[src/hdl/dsps_pkg.sv]
package dsps_pkg;

	// ==========================================
	// Phase codes on the two select pins {first, second}
	typedef enum logic [1:0]
	{
		integrator_clear_phase = 2'h0,
		offset_null_phase = 2'h1,
		integrate_phase = 2'h2,
		reference_rampdown_phase = 2'h3
	} phase_code_t;

	// ==========================================
	// Widths and default timing counts
	localparam int COUNT_W = 24;
	localparam int CHAN_W = 2;
	localparam logic [23:0] INT_CYCLES_DEF = 24'h00_1000;
	localparam logic [23:0] DEINT_MAX_DEF = 24'h00_2000;
	localparam logic [23:0] CLEAR_MAX_DEF = 24'h00_1000;
	localparam logic [23:0] COUNT_ZERO = 24'h00_0000;
	localparam logic [23:0] COUNT_ONE = 24'h00_0001;
	localparam int CLK_MHZ = 250;
	localparam int CMP_DELAY_NS = 2000;
	localparam int CMP_DELAY_CYCLES = (CMP_DELAY_NS * CLK_MHZ) / 1000;
	localparam logic [1:0] SIGN_LEAD_CYCLES = 2'h1;

	// ==========================================
	// Conversion result
	typedef struct packed
	{
		logic sign_positive;
		logic overrange;
		logic [23:0] magnitude;
		logic [1:0] channel;
	} result_t;

	// ==========================================
	// Pins toward the front end
	typedef struct packed
	{
		logic phase_first;
		logic phase_second;
		logic chan_select_msb;
		logic chan_select_lsb;
	} fe_pins_t;

endpackage

[src/hdl/pin_sync.sv]
`timescale 1ns/10ps
`default_nettype none
// ==========================================
// Two-flop synchroniser for the comparator pin
module pin_sync
(
	// Clocking
	input wire logic sys_clk,
	input wire logic reset_n,
	input wire logic clk_en,
	// Data
	input wire logic async_in,
	output logic sync_out
);
	logic meta_r;
	logic sync_r;

	always_ff @(posedge sys_clk or negedge reset_n)
	begin
		if (!reset_n)
		begin
			meta_r <= 1'b0;
			sync_r <= 1'b0;
		end
		else if (clk_en)
		begin
			meta_r <= async_in;
			sync_r <= meta_r;
		end
	end

	assign sync_out = sync_r;
endmodule
`default_nettype wire

[src/hdl/phase_timer.sv]
`timescale 1ns/10ps
`default_nettype none
// ==========================================
// Clearable up-counter shared by all timed phases
module phase_timer #(
	parameter int W = 24
)
(
	// Clocking
	input wire logic sys_clk,
	input wire logic reset_n,
	input wire logic clk_en,
	// Control
	input wire logic clear,
	input wire logic run,
	// Count
	output logic [W-1:0] count
);
	logic [W-1:0] count_r;
	logic [W-1:0] count_nxt;

	assign count_nxt = clear ? '0 : (run ? count_r + W'(1) : count_r);

	always_ff @(posedge sys_clk or negedge reset_n)
	begin
		if (!reset_n)
			count_r <= '0;
		else if (clk_en)
			count_r <= count_nxt;
	end

	assign count = count_r;
endmodule
`default_nettype wire

[src/hdl/dual_slope_phase_sequencer.sv]
// How it works
// (RL1) We drive both phase pins, watch comparator
// (RL2) Integration length fixed by one parameter
// (RL3) Sign sampled late in integration only
// (RL4) Integration ends by code 10 to 11
// (RL5) Count from 11 to comparator fall
// (RL6) Comparator lags about two microseconds
// (RL7) Comparator level polled during rampdown
// (RL8) Code 00 held until comparator high
// (RL9) Leave clear phase on first high
// (RL10) Then code 01 until next start
// (RL11) Offset null is the unlimited idle
// (RL12) Offset null as long as integration
// (RL13) Channel select 00 is channel zero
// (RL14) Pin pair maps to four phases
// (RL15) Comparator high positive, falls at zero
// (RL16) Comparator ignored during offset null
// (RL17) Both pins change on one edge
// (RL18) Timeouts flag overrange, return to idle
`timescale 1ns/10ps
`default_nettype none
module dual_slope_phase_sequencer #(
	parameter int COUNT_W = dsps_pkg::COUNT_W,
	parameter logic [23:0] INT_CYCLES = dsps_pkg::INT_CYCLES_DEF,
	parameter logic [23:0] DEINT_MAX = dsps_pkg::DEINT_MAX_DEF,
	parameter logic [23:0] CLEAR_MAX = dsps_pkg::CLEAR_MAX_DEF
)
(
	// Clocking
	input wire logic sys_clk,
	input wire logic reset_n,
	input wire logic clk_en,
	// User request
	input wire logic start,
	input wire logic [1:0] channel_req,
	output logic busy,
	// User result
	output logic result_valid,
	output dsps_pkg::result_t result,
	// Front end pins
	output dsps_pkg::fe_pins_t fe_pins,
	input wire logic zero_cross_out
);

	// ==========================================
	// Sequencer states
	typedef enum logic [2:0]
	{
		st_idle,
		st_null,
		st_integrate,
		st_rampdown,
		st_clear
	} seq_state_t;

	seq_state_t state_r;
	seq_state_t state_nxt;
	logic cmp_sync;
	logic cmp_prev_r;
	logic [23:0] count;
	logic timer_clear;
	logic null_done;
	logic int_done;
	logic sign_window;
	logic cmp_fell;
	logic deint_timeout;
	logic clear_timeout;
	logic start_taken;
	logic sign_take;
	logic ramp_end;
	logic clear_stuck;
	logic clear_end;
	logic [1:0] phase_nxt;
	logic [1:0] phase_r;
	logic [1:0] chan_sel_r;
	logic sign_r;
	logic overrange_r;
	logic [23:0] mag_r;
	logic [1:0] chan_r;
	logic result_valid_r;
	logic busy_r;

	// ==========================================
	// Comparator input and shared timer
	pin_sync u_cmp_sync
	(
		.sys_clk(sys_clk),
		.reset_n(reset_n),
		.clk_en(clk_en),
		.async_in(zero_cross_out),
		.sync_out(cmp_sync)
	);

	phase_timer #(
		.W(24)
	) u_timer
	(
		.sys_clk(sys_clk),
		.reset_n(reset_n),
		.clk_en(clk_en),
		.clear(timer_clear),
		.run(1'b1),
		.count(count)
	);

	// ==========================================
	// Phase decisions
	// Offset null matches integration; length comes from the same constant
	assign null_done = (count >= INT_CYCLES - dsps_pkg::COUNT_ONE); // RL12
	assign int_done = (count >= INT_CYCLES - dsps_pkg::COUNT_ONE); // RL2
	// Sign taken in the last cycle only, early readings are noisy
	assign sign_window = int_done; // RL3
	// Falling edge seen on the synchronised level, polled each cycle
	assign cmp_fell = cmp_prev_r & ~cmp_sync; // RL7 RL15
	assign deint_timeout = (count >= DEINT_MAX - dsps_pkg::COUNT_ONE); // RL18
	assign clear_timeout = (count >= CLEAR_MAX - dsps_pkg::COUNT_ONE); // RL18
	assign start_taken = (state_r == st_idle) && start;
	assign sign_take = (state_r == st_integrate) && sign_window; // RL3
	assign ramp_end = (state_r == st_rampdown) && (cmp_fell || deint_timeout); // RL5 RL18
	assign clear_stuck = (state_r == st_clear) && clear_timeout && !cmp_sync; // RL18
	assign clear_end = (state_r == st_clear) && (state_nxt == st_idle); // RL9

	always_comb
	begin
		state_nxt = state_r;
		timer_clear = 1'b0;
		case (state_r)
			st_idle:
			begin
				timer_clear = 1'b1;
				if (start)
					state_nxt = st_null;
			end
			st_null:
			begin
				// Comparator has no meaning here and is not looked at
				if (null_done) // RL16
				begin
					state_nxt = st_integrate;
					timer_clear = 1'b1;
				end
			end
			st_integrate:
			begin
				if (int_done) // RL4
				begin
					state_nxt = st_rampdown;
					timer_clear = 1'b1;
				end
			end
			st_rampdown:
			begin
				if (cmp_fell || deint_timeout) // RL5 RL18
				begin
					state_nxt = st_clear;
					timer_clear = 1'b1;
				end
			end
			st_clear:
			begin
				if (cmp_sync || clear_timeout) // RL8 RL9
					state_nxt = st_idle;
			end
			default:
				state_nxt = st_idle;
		endcase
	end

	// ==========================================
	// Phase code for the next state, registered so both pins move together
	assign phase_nxt = (state_nxt == st_integrate) ? dsps_pkg::integrate_phase :
		(state_nxt == st_rampdown) ? dsps_pkg::reference_rampdown_phase :
		(state_nxt == st_clear) ? dsps_pkg::integrator_clear_phase :
		dsps_pkg::offset_null_phase; // RL10 RL11 RL14

	// ==========================================
	// Sequencer registers
	always_ff @(posedge sys_clk or negedge reset_n)
	begin
		if (!reset_n)
			state_r <= st_idle;
		else if (clk_en)
			state_r <= state_nxt;
	end

	// Resets low like the synchroniser, so reset never fakes a fall
	always_ff @(posedge sys_clk or negedge reset_n)
	begin
		if (!reset_n)
			cmp_prev_r <= 1'b0;
		else if (clk_en)
			cmp_prev_r <= cmp_sync; // RL7
	end

	// ==========================================
	// Front end pins
	// Both phase bits come from one register, so no stray code can appear
	always_ff @(posedge sys_clk or negedge reset_n)
	begin
		if (!reset_n)
			phase_r <= dsps_pkg::offset_null_phase; // RL11
		else if (clk_en)
			phase_r <= phase_nxt; // RL17 RL1
	end

	// Select moves as offset null begins, so the mux settles during that phase
	// and never changes while the input is being integrated
	always_ff @(posedge sys_clk or negedge reset_n)
	begin
		if (!reset_n)
			chan_sel_r <= 2'h0;
		else if (clk_en && start_taken)
			chan_sel_r <= channel_req; // RL13
	end

	// ==========================================
	// Result capture
	always_ff @(posedge sys_clk or negedge reset_n)
	begin
		if (!reset_n)
			sign_r <= 1'b0;
		else if (clk_en && sign_take)
			sign_r <= cmp_sync; // RL3
	end

	always_ff @(posedge sys_clk or negedge reset_n)
	begin
		if (!reset_n)
			overrange_r <= 1'b0;
		else if (clk_en)
		begin
			if (start_taken)
				overrange_r <= 1'b0;
			else if (ramp_end)
				overrange_r <= deint_timeout & ~cmp_fell; // RL18
			else if (clear_stuck)
				overrange_r <= 1'b1; // RL18
		end
	end

	// Count includes the comparator and synchroniser lag; see CMP_DELAY_CYCLES
	// The lag is left in so software can subtract its own calibrated figure
	always_ff @(posedge sys_clk or negedge reset_n)
	begin
		if (!reset_n)
			mag_r <= dsps_pkg::COUNT_ZERO;
		else if (clk_en && ramp_end)
			mag_r <= count + dsps_pkg::COUNT_ONE; // RL5 RL6
	end

	always_ff @(posedge sys_clk or negedge reset_n)
	begin
		if (!reset_n)
			chan_r <= 2'h0;
		else if (clk_en && start_taken)
			chan_r <= channel_req;
	end

	// ==========================================
	// Status flags
	always_ff @(posedge sys_clk or negedge reset_n)
	begin
		if (!reset_n)
			result_valid_r <= 1'b0;
		else if (clk_en)
			result_valid_r <= clear_end; // RL10
	end

	always_ff @(posedge sys_clk or negedge reset_n)
	begin
		if (!reset_n)
			busy_r <= 1'b0;
		else if (clk_en)
			busy_r <= (state_nxt != st_idle);
	end

	// ==========================================
	// Outputs, each straight from a register
	assign busy = busy_r;
	assign result_valid = result_valid_r;
	assign result = '{sign_r, overrange_r, mag_r, chan_r};
	assign fe_pins = '{phase_r[1], phase_r[0], chan_sel_r[1], chan_sel_r[0]}; // RL14
endmodule
`default_nettype wire

[config.mk]
export PLATFORM = sky130hd
export DESIGN_NAME = dual_slope_phase_sequencer
export DESIGN_NICKNAME = d
export VERILOG_FILES = /design/src/hdl/dsps_pkg.sv /design/src/hdl/pin_sync.sv /design/src/hdl/phase_timer.sv /design/src/hdl/dual_slope_phase_sequencer.sv
export SDC_FILE = /design/constraint.sdc
export NUM_CORES = 1
export LEC_CHECK = 0
export BUFFER_PORTS_ARGS = -buffer_cell sky130_fd_sc_hd__buf_4
export CORE_MARGIN = 2
export CORE_UTILIZATION = 40
export DETAILED_ROUTE_END_ITERATION = 12
export SLEW_MARGIN = 20
export SYNTH_ARGS = -nofsm -noshare
export SYNTH_HDL_FRONTEND = slang
export SYNTH_SLANG_ARGS = --single-unit
[constraint.sdc]
create_clock -name sys_clk -period 2.4 [get_ports sys_clk]
set_input_delay 0.24 -clock sys_clk [delete_from_list [all_inputs] [get_ports sys_clk]]
set_output_delay 0.24 -clock sys_clk [all_outputs]
set_load 0.02 [all_outputs]
-- Word level (Yosys, flattened, before mapping)
Cells that the tools add are included.
- register bits after elaboration: 62
- bits of input ports: 7
- logic and storage cells: 60
- add/subtract/negate cells: 1
- $lt $le $gt $ge: 2
- equality and inequality tests: 7
- multiplexer cells: 16
- bitwise gates (word level): 4
- reduce and logical (&&, ||, !) cells: 18
- operators with widths (operator ; count):
    24-bit by 1-bit adder with 24-bit output (second input constant) ; 1
    24-bit by 12-bit greater-or-equal comparator with 1-bit output (second input constant) ; 1
    24-bit by 13-bit greater-or-equal comparator with 1-bit output (second input constant) ; 1
    24-bit two-way mux ; 1
    3-bit two-way mux ; 5
    3-bit one-hot mux with 5 select lines ; 1
    3-bit by 2-bit equality test with 1-bit output (second input constant) ; 4
    1-bit logical AND ; 9
    3-bit equality test (second input constant) ; 2
    3-bit logical NOT ; 2
    1-bit two-way mux ; 6
    3-bit nonzero test ; 2
    2-bit two-way mux ; 2
    3-bit by 1-bit equality test with 1-bit output (second input constant) ; 1
    1-bit one-hot mux with 3 select lines ; 1
    1-bit bitwise AND ; 2
    1-bit logical OR ; 2
    1-bit inverter ; 2
    2-bit AND reduction ; 1
    2-bit OR reduction ; 1
    1-bit logical NOT ; 1

-- Depth between registers and ports, before layout
- depth after elaboration: 9
- depth in mapped cells: 9
- gate-level depth less buffers: 6

-- Hierarchy
Synthesis repeated with hierarchy kept, for this count alone.
- cells, all modules: 355
- area, all modules: 3509.6 sq um
- modules (own cells, without submodules) (module ; times used ; cells each ; area each (sq um) ; seq. area each (sq um)):
    dual_slope_phase_sequencer ; 1 ; 216 ; 2170.8 ; 902.1
    phase_timer ; 1 ; 135 ; 1266.2 ; 600.6
    pin_sync ; 1 ; 4 ; 72.6 ; 50.0

-- Least setup slack after synthesis
OpenSTA, ideal clock, no wires.
- path type: reg-to-reg
- start: reg u_timer.count_r[0] (netlist: u_timer.count[0])
- end: reg phase_r[0]
- setup time: 0.080 ns
- arrival: 2.104 ns
- required time: 2.320 ns
- slack: 0.216 ns
- cell stages (with the launch flop): 9
- clock period less this slack: 2.184 ns
- cell sequence: dfrtp_1 ha_1 clkbuf_1 nand4_1 nor3_1 or3_1 buf_6 or4b_1 a32o_1
- word-level cells in the longest chain between the ends: 8
- ends and longest elaborated chain (element ; RTL line ; text):
    start, declared ; phase_timer.sv:19 ; logic [W-1:0] count_r;
    start signal, assigned ; phase_timer.sv:29 ; count_r <= count_nxt;
    24-bit by 12-bit greater-or-equal comparator with 1-bit output / 24-bit by 13-bit greater-or-equal comparator with 1-bit output (equally long branches) ; - ;
    1-bit logical OR, on equally long branches ; dual_slope_phase_sequencer.sv:161, dual_slope_phase_sequencer.sv:153 ;
    3-bit two-way mux, on equally long branches ; dual_slope_phase_sequencer.sv:161, dual_slope_phase_sequencer.sv:153 ;
    3-bit one-hot mux with 5 select lines * ; dual_slope_phase_sequencer.sv:127 ; case (state_r)
    3-bit equality test ; dual_slope_phase_sequencer.sv:173 ; (state_nxt == st_clear) ? dsps_pkg::integrator_clear_phase :
    1-bit two-way mux ; dual_slope_phase_sequencer.sv:173 ;
    2-bit two-way mux ; dual_slope_phase_sequencer.sv:172 ; (state_nxt == st_rampdown) ? dsps_pkg::reference_rampdown_phase :
    2-bit two-way mux * ; dual_slope_phase_sequencer.sv:171 ; assign phase_nxt = (state_nxt == st_integrate) ? dsps_pkg::integrate_phase :
    end signal, assigned ; dual_slope_phase_sequencer.sv:201 ; phase_r <= dsps_pkg::offset_null_phase;
    end signal, assigned ; dual_slope_phase_sequencer.sv:203 ; phase_r <= phase_nxt;
    end, declared ; dual_slope_phase_sequencer.sv:74 ; logic [1:0] phase_r;
Every way passes the cells marked *; elsewhere a longest branch is shown, timed or not.
A chain may end at the register's enable or synchronous reset.

-- Worst setup path after layout
- start: reg u_timer.count_r[0] (netlist: u_timer.count[0])
- end: reg mag_r[22]
- word-level cells in the longest chain between the ends: 4
- ends and longest elaborated chain (element ; RTL line ; text):
    24-bit by 13-bit greater-or-equal comparator with 1-bit output ; dual_slope_phase_sequencer.sv:115 ; assign deint_timeout = (count >= DEINT_MAX - dsps_pkg::COUNT_ONE);
    1-bit logical OR ; dual_slope_phase_sequencer.sv:119 ; assign ramp_end = (state_r == st_rampdown) && (cmp_fell || deint_timeout);
    1-bit logical AND ; dual_slope_phase_sequencer.sv:119 ;
    1-bit logical AND ; dual_slope_phase_sequencer.sv:247 ; else if (clk_en && ramp_end)
    end signal, assigned ; dual_slope_phase_sequencer.sv:246 ; mag_r <= dsps_pkg::COUNT_ZERO;
    end signal, assigned ; dual_slope_phase_sequencer.sv:248 ; mag_r <= count + dsps_pkg::COUNT_ONE;
    end, declared ; dual_slope_phase_sequencer.sv:78 ; logic [23:0] mag_r;
Parallel ways exist; a longest one is shown, timed or not.

==> impl_metrics.tcl <==
set metrics [dict create \
    start_util_pct 41.6 \
    final_common_cell "dfrtp_1" \
    antenna_cells 0 \
    synth_cell_types 44 \
    ir_drop_uv 386 \
    leakage_nw 1.73 \
    yosysSeqAreaShare_pct 48.1 \
    drive_above_1_share_pct 21.5 \
    hold_viol_final 14 \
    drt_pre_antenna_iters 4 \
    grt_pass1_wl_um 11700 \
    path_cells "ha_1, nand4_1, nor3_1, o31a_1, buf_4, nor2_1, a21oi_1" \
    whs_ps -17.2 \
    slowest_stage "nor3_1" \
    yosys.area_share.simple_pct 22.2 \
    cp_max_fo 22 \
    synth_fa_ha_area_share_pct 0.388 \
    worstSetupStartpointType "flop" \
    synth.area.top_cells "dfrtp_1 47%, xor2_1 9.5%, nor2_1 6.3%" \
    avgViaCountPerCell 5.21 \
    drt_iter0_markers 124 \
    cp.arrival_ps 2440 \
    postCtsResizedCells 0 \
    wl_um 6770 \
    instances_no_fill 479 \
    yosysTopAreaCell "dfrtp_1" \
    syn_avg_cell_area_um2 9.38 \
    ff_latch_area_um2 1550 \
    numClockSinks 62 \
    grt_pass1_vias 2398 \
    ff2ff_setup_slack_ps 220 \
    yosysTopAreaCellShare_pct 47.3 \
    ys_dominant_reg_cell "dfrtp_1" \
    die_h_um 93.8 \
    portBuffers 40 \
    clockRootBuffer "clkbuf_8" \
    drc_errors 0 \
    tightest_slew_ps 798 \
    endpoint_kind "flop" \
    layout-area-overhead-vs-synth_pct 17.1 \
    multi_input_area_um2 1500 \
    fill_cells 781 \
    finalCritPeriodShare_pct 90.9 \
    clock_latency_ps 340 \
    cts_tree "built" \
    violations "negative hold slack" \
    status "finished, violations left" \
    place_inst 464 \
    fmax_ghz 0.458 \
    antenna_found_initial 0 \
    fp-row-count 32 \
    power_density_nw_per_um2 625 \
    synth-edff-count 0 \
    grt-ovfl-total 0 \
    yosysWarnings 0 \
    syn_area_um2 3230 \
    grt_usage_pct 17.0 \
    syn_inst 344 \
    rsz0062_at_grt "false" \
    htreeDepth 3 \
    dieArea_um2 8810 \
    tns_ps 0 \
    synth_top_family_by_area "simple AND/OR/NAND/NOR gates" \
    syn-num-nets 352 \
    relSlewSlack_pct 46.8 \
    path_class "flop to flop" \
    cts_setup_buffers 0 \
    grt_max_degree 63 \
    synth-compound-area-share_pct 8.76 \
    nets 381 \
    finalSetupViolations 0 \
    cap_viol_max_count 0 \
    avgRoutedWirePerCell_um 14.1 \
    async_flop_share_pct 100 \
    clockBufferDepth 2 \
    drv_slew 0 \
    synth-xor-area-share_pct 11.9 \
    num_vias 2496 \
    cts_buffers 9 \
    synth-seq-cells 62 \
    most-common-layout-cells "61 x dfrtp_1, 54 x nor2_1, 50 x buf_4" \
    synthMuxAreaShare_pct 3.06 \
    skew_ps 13.0 \
    die_w_um 93.8 \
    hpwl_um 4620 \
    path_clk_slew_ps 70 \
    crit_path_max_incr_delay_ps 420 \
    hold_buffers 0 \
    min_path_type "input port to asynchronous set/reset pin" \
    ios 41 \
    antenna_left 0 \
    gp_congestion 0.791 \
    core_um2 7770 \
    rr_worst_depth 7 \
    cp_data_required_time_ps 2650 \
    finalCriticalPeriod_ps 2180 \
]
synthesized netlist by cell type, types with 2 or more instances:
| cell type | n |
|---|---|
| buf_2 | 8 |
| nor4_4 | 2 |
| a211oi_1 | 2 |
| mux2_2 | 7 |
| nand3_1 | 19 |
| a32oi_1 | 2 |
| or2_2 | 2 |
| o21ai_0 | 5 |
| inv_1 | 4 |
| xnor2_1 | 9 |
| clkbuf_1 | 18 |
| or3_1 | 2 |
| buf_4 | 4 |
| nor4_1 | 2 |
| a21oi_1 | 25 |
| buf_6 | 2 |
| nor3_1 | 9 |
| nor2_1 | 54 |
| dfrtp_1 | 61 |
| o31ai_1 | 2 |
| xor2_1 | 35 |
| and3_1 | 5 |
| nand4_1 | 17 |
| mux2i_1 | 2 |
| nand2_1 | 27 |
metal layers:
layer	routed length (µm)	vias to the layer above	global-route usage (%)	share of wire, %
li1	-	1232	-	-
met1	3320	1213	23.4	49
met2	3090	44	26.1	46
met3	261	7	2.97	3.9
met4	99	0	7.73	1.5
met5	0	-	0	0
flip-flops by register name (all words and copies together) (netlist names):
name                 count
cmp_prev_r               1
busy                     1
u_timer.count           24
chan_r                   2
overrange_r              1
u_cmp_sync.sync_out      1
mag_r                   24
result_valid             1
state_r                  3
sign_r                   1
phase_r                  2
u_cmp_sync.meta_r        1
per-stage QoR:
stage | hold WS (ps) | util, % | power [mW] | instance area (µm²) | setup WS (ps)
6_report | -17.2 | 48.7 | 2.36 | 3780 | 218
5_1_grt | 41.7 | 48.7 | 2.49 | 3780 | 4.68
4_1_cts | 5.71 | 48.7 | 2.40 | 3780 | 220
3_5_place_dp | 382 | 46.2 | 1.49 | 3590 | 220
3_3_place_gp | 378 | 46.2 | 1.49 | 3590 | 263
2_1_floorplan | -55.6 | - | 1.38 | 3230 | 216
cells by family after synthesis:
kind of cell | Yosys count
flops | 62
xor+xnor | 44
mux | 9
buf+inv | 37
fa+ha+maj | 1
compound gates | 46
simple gates | 145
worst max-delay path, delay by kind of cell, from the launching register on:
kind                       cells  cell delay [ps]
adders and majority gates      1              300
and+or+nand+nor                3              680
AOI/OAI and AO/OA              2              430
buffers and inverters          1              290
DFF                            1              400
power by group:
| group | internal [mW] | switching [mW] |
|---|---|---|
| clock | 0.499 | 0.393 |
| sequential | 1.10 | 0.0663 |
| combinational | 0.129 | 0.177 |
path summary, 6_finish.rpt:
kind / startpoint / to
min in group sys_clk: channel_req[0] / chan_r[0]
hold reg to reg: busy / busy
hold / removal: reset_n / mag_r[5]
setup / recovery: u_timer.count[0] / mag_r[22]
setup reg to reg: u_timer.count[0] / mag_r[22]
max in group asynchronous: reset_n / u_timer.count[20]
layout make-up:
class | count | area share (%)
tap | 102 | 3.38
clock inverter | 4 | 1.26
timing repair buffer | 51 | 10.5
multi-input combinational | 245 | 39.7
clock buffer | 11 | 3.74
inverter | 4 | 0.397
sequential | 62 | 41.1
Note: power is estimated with default switching activity, not from simulation.
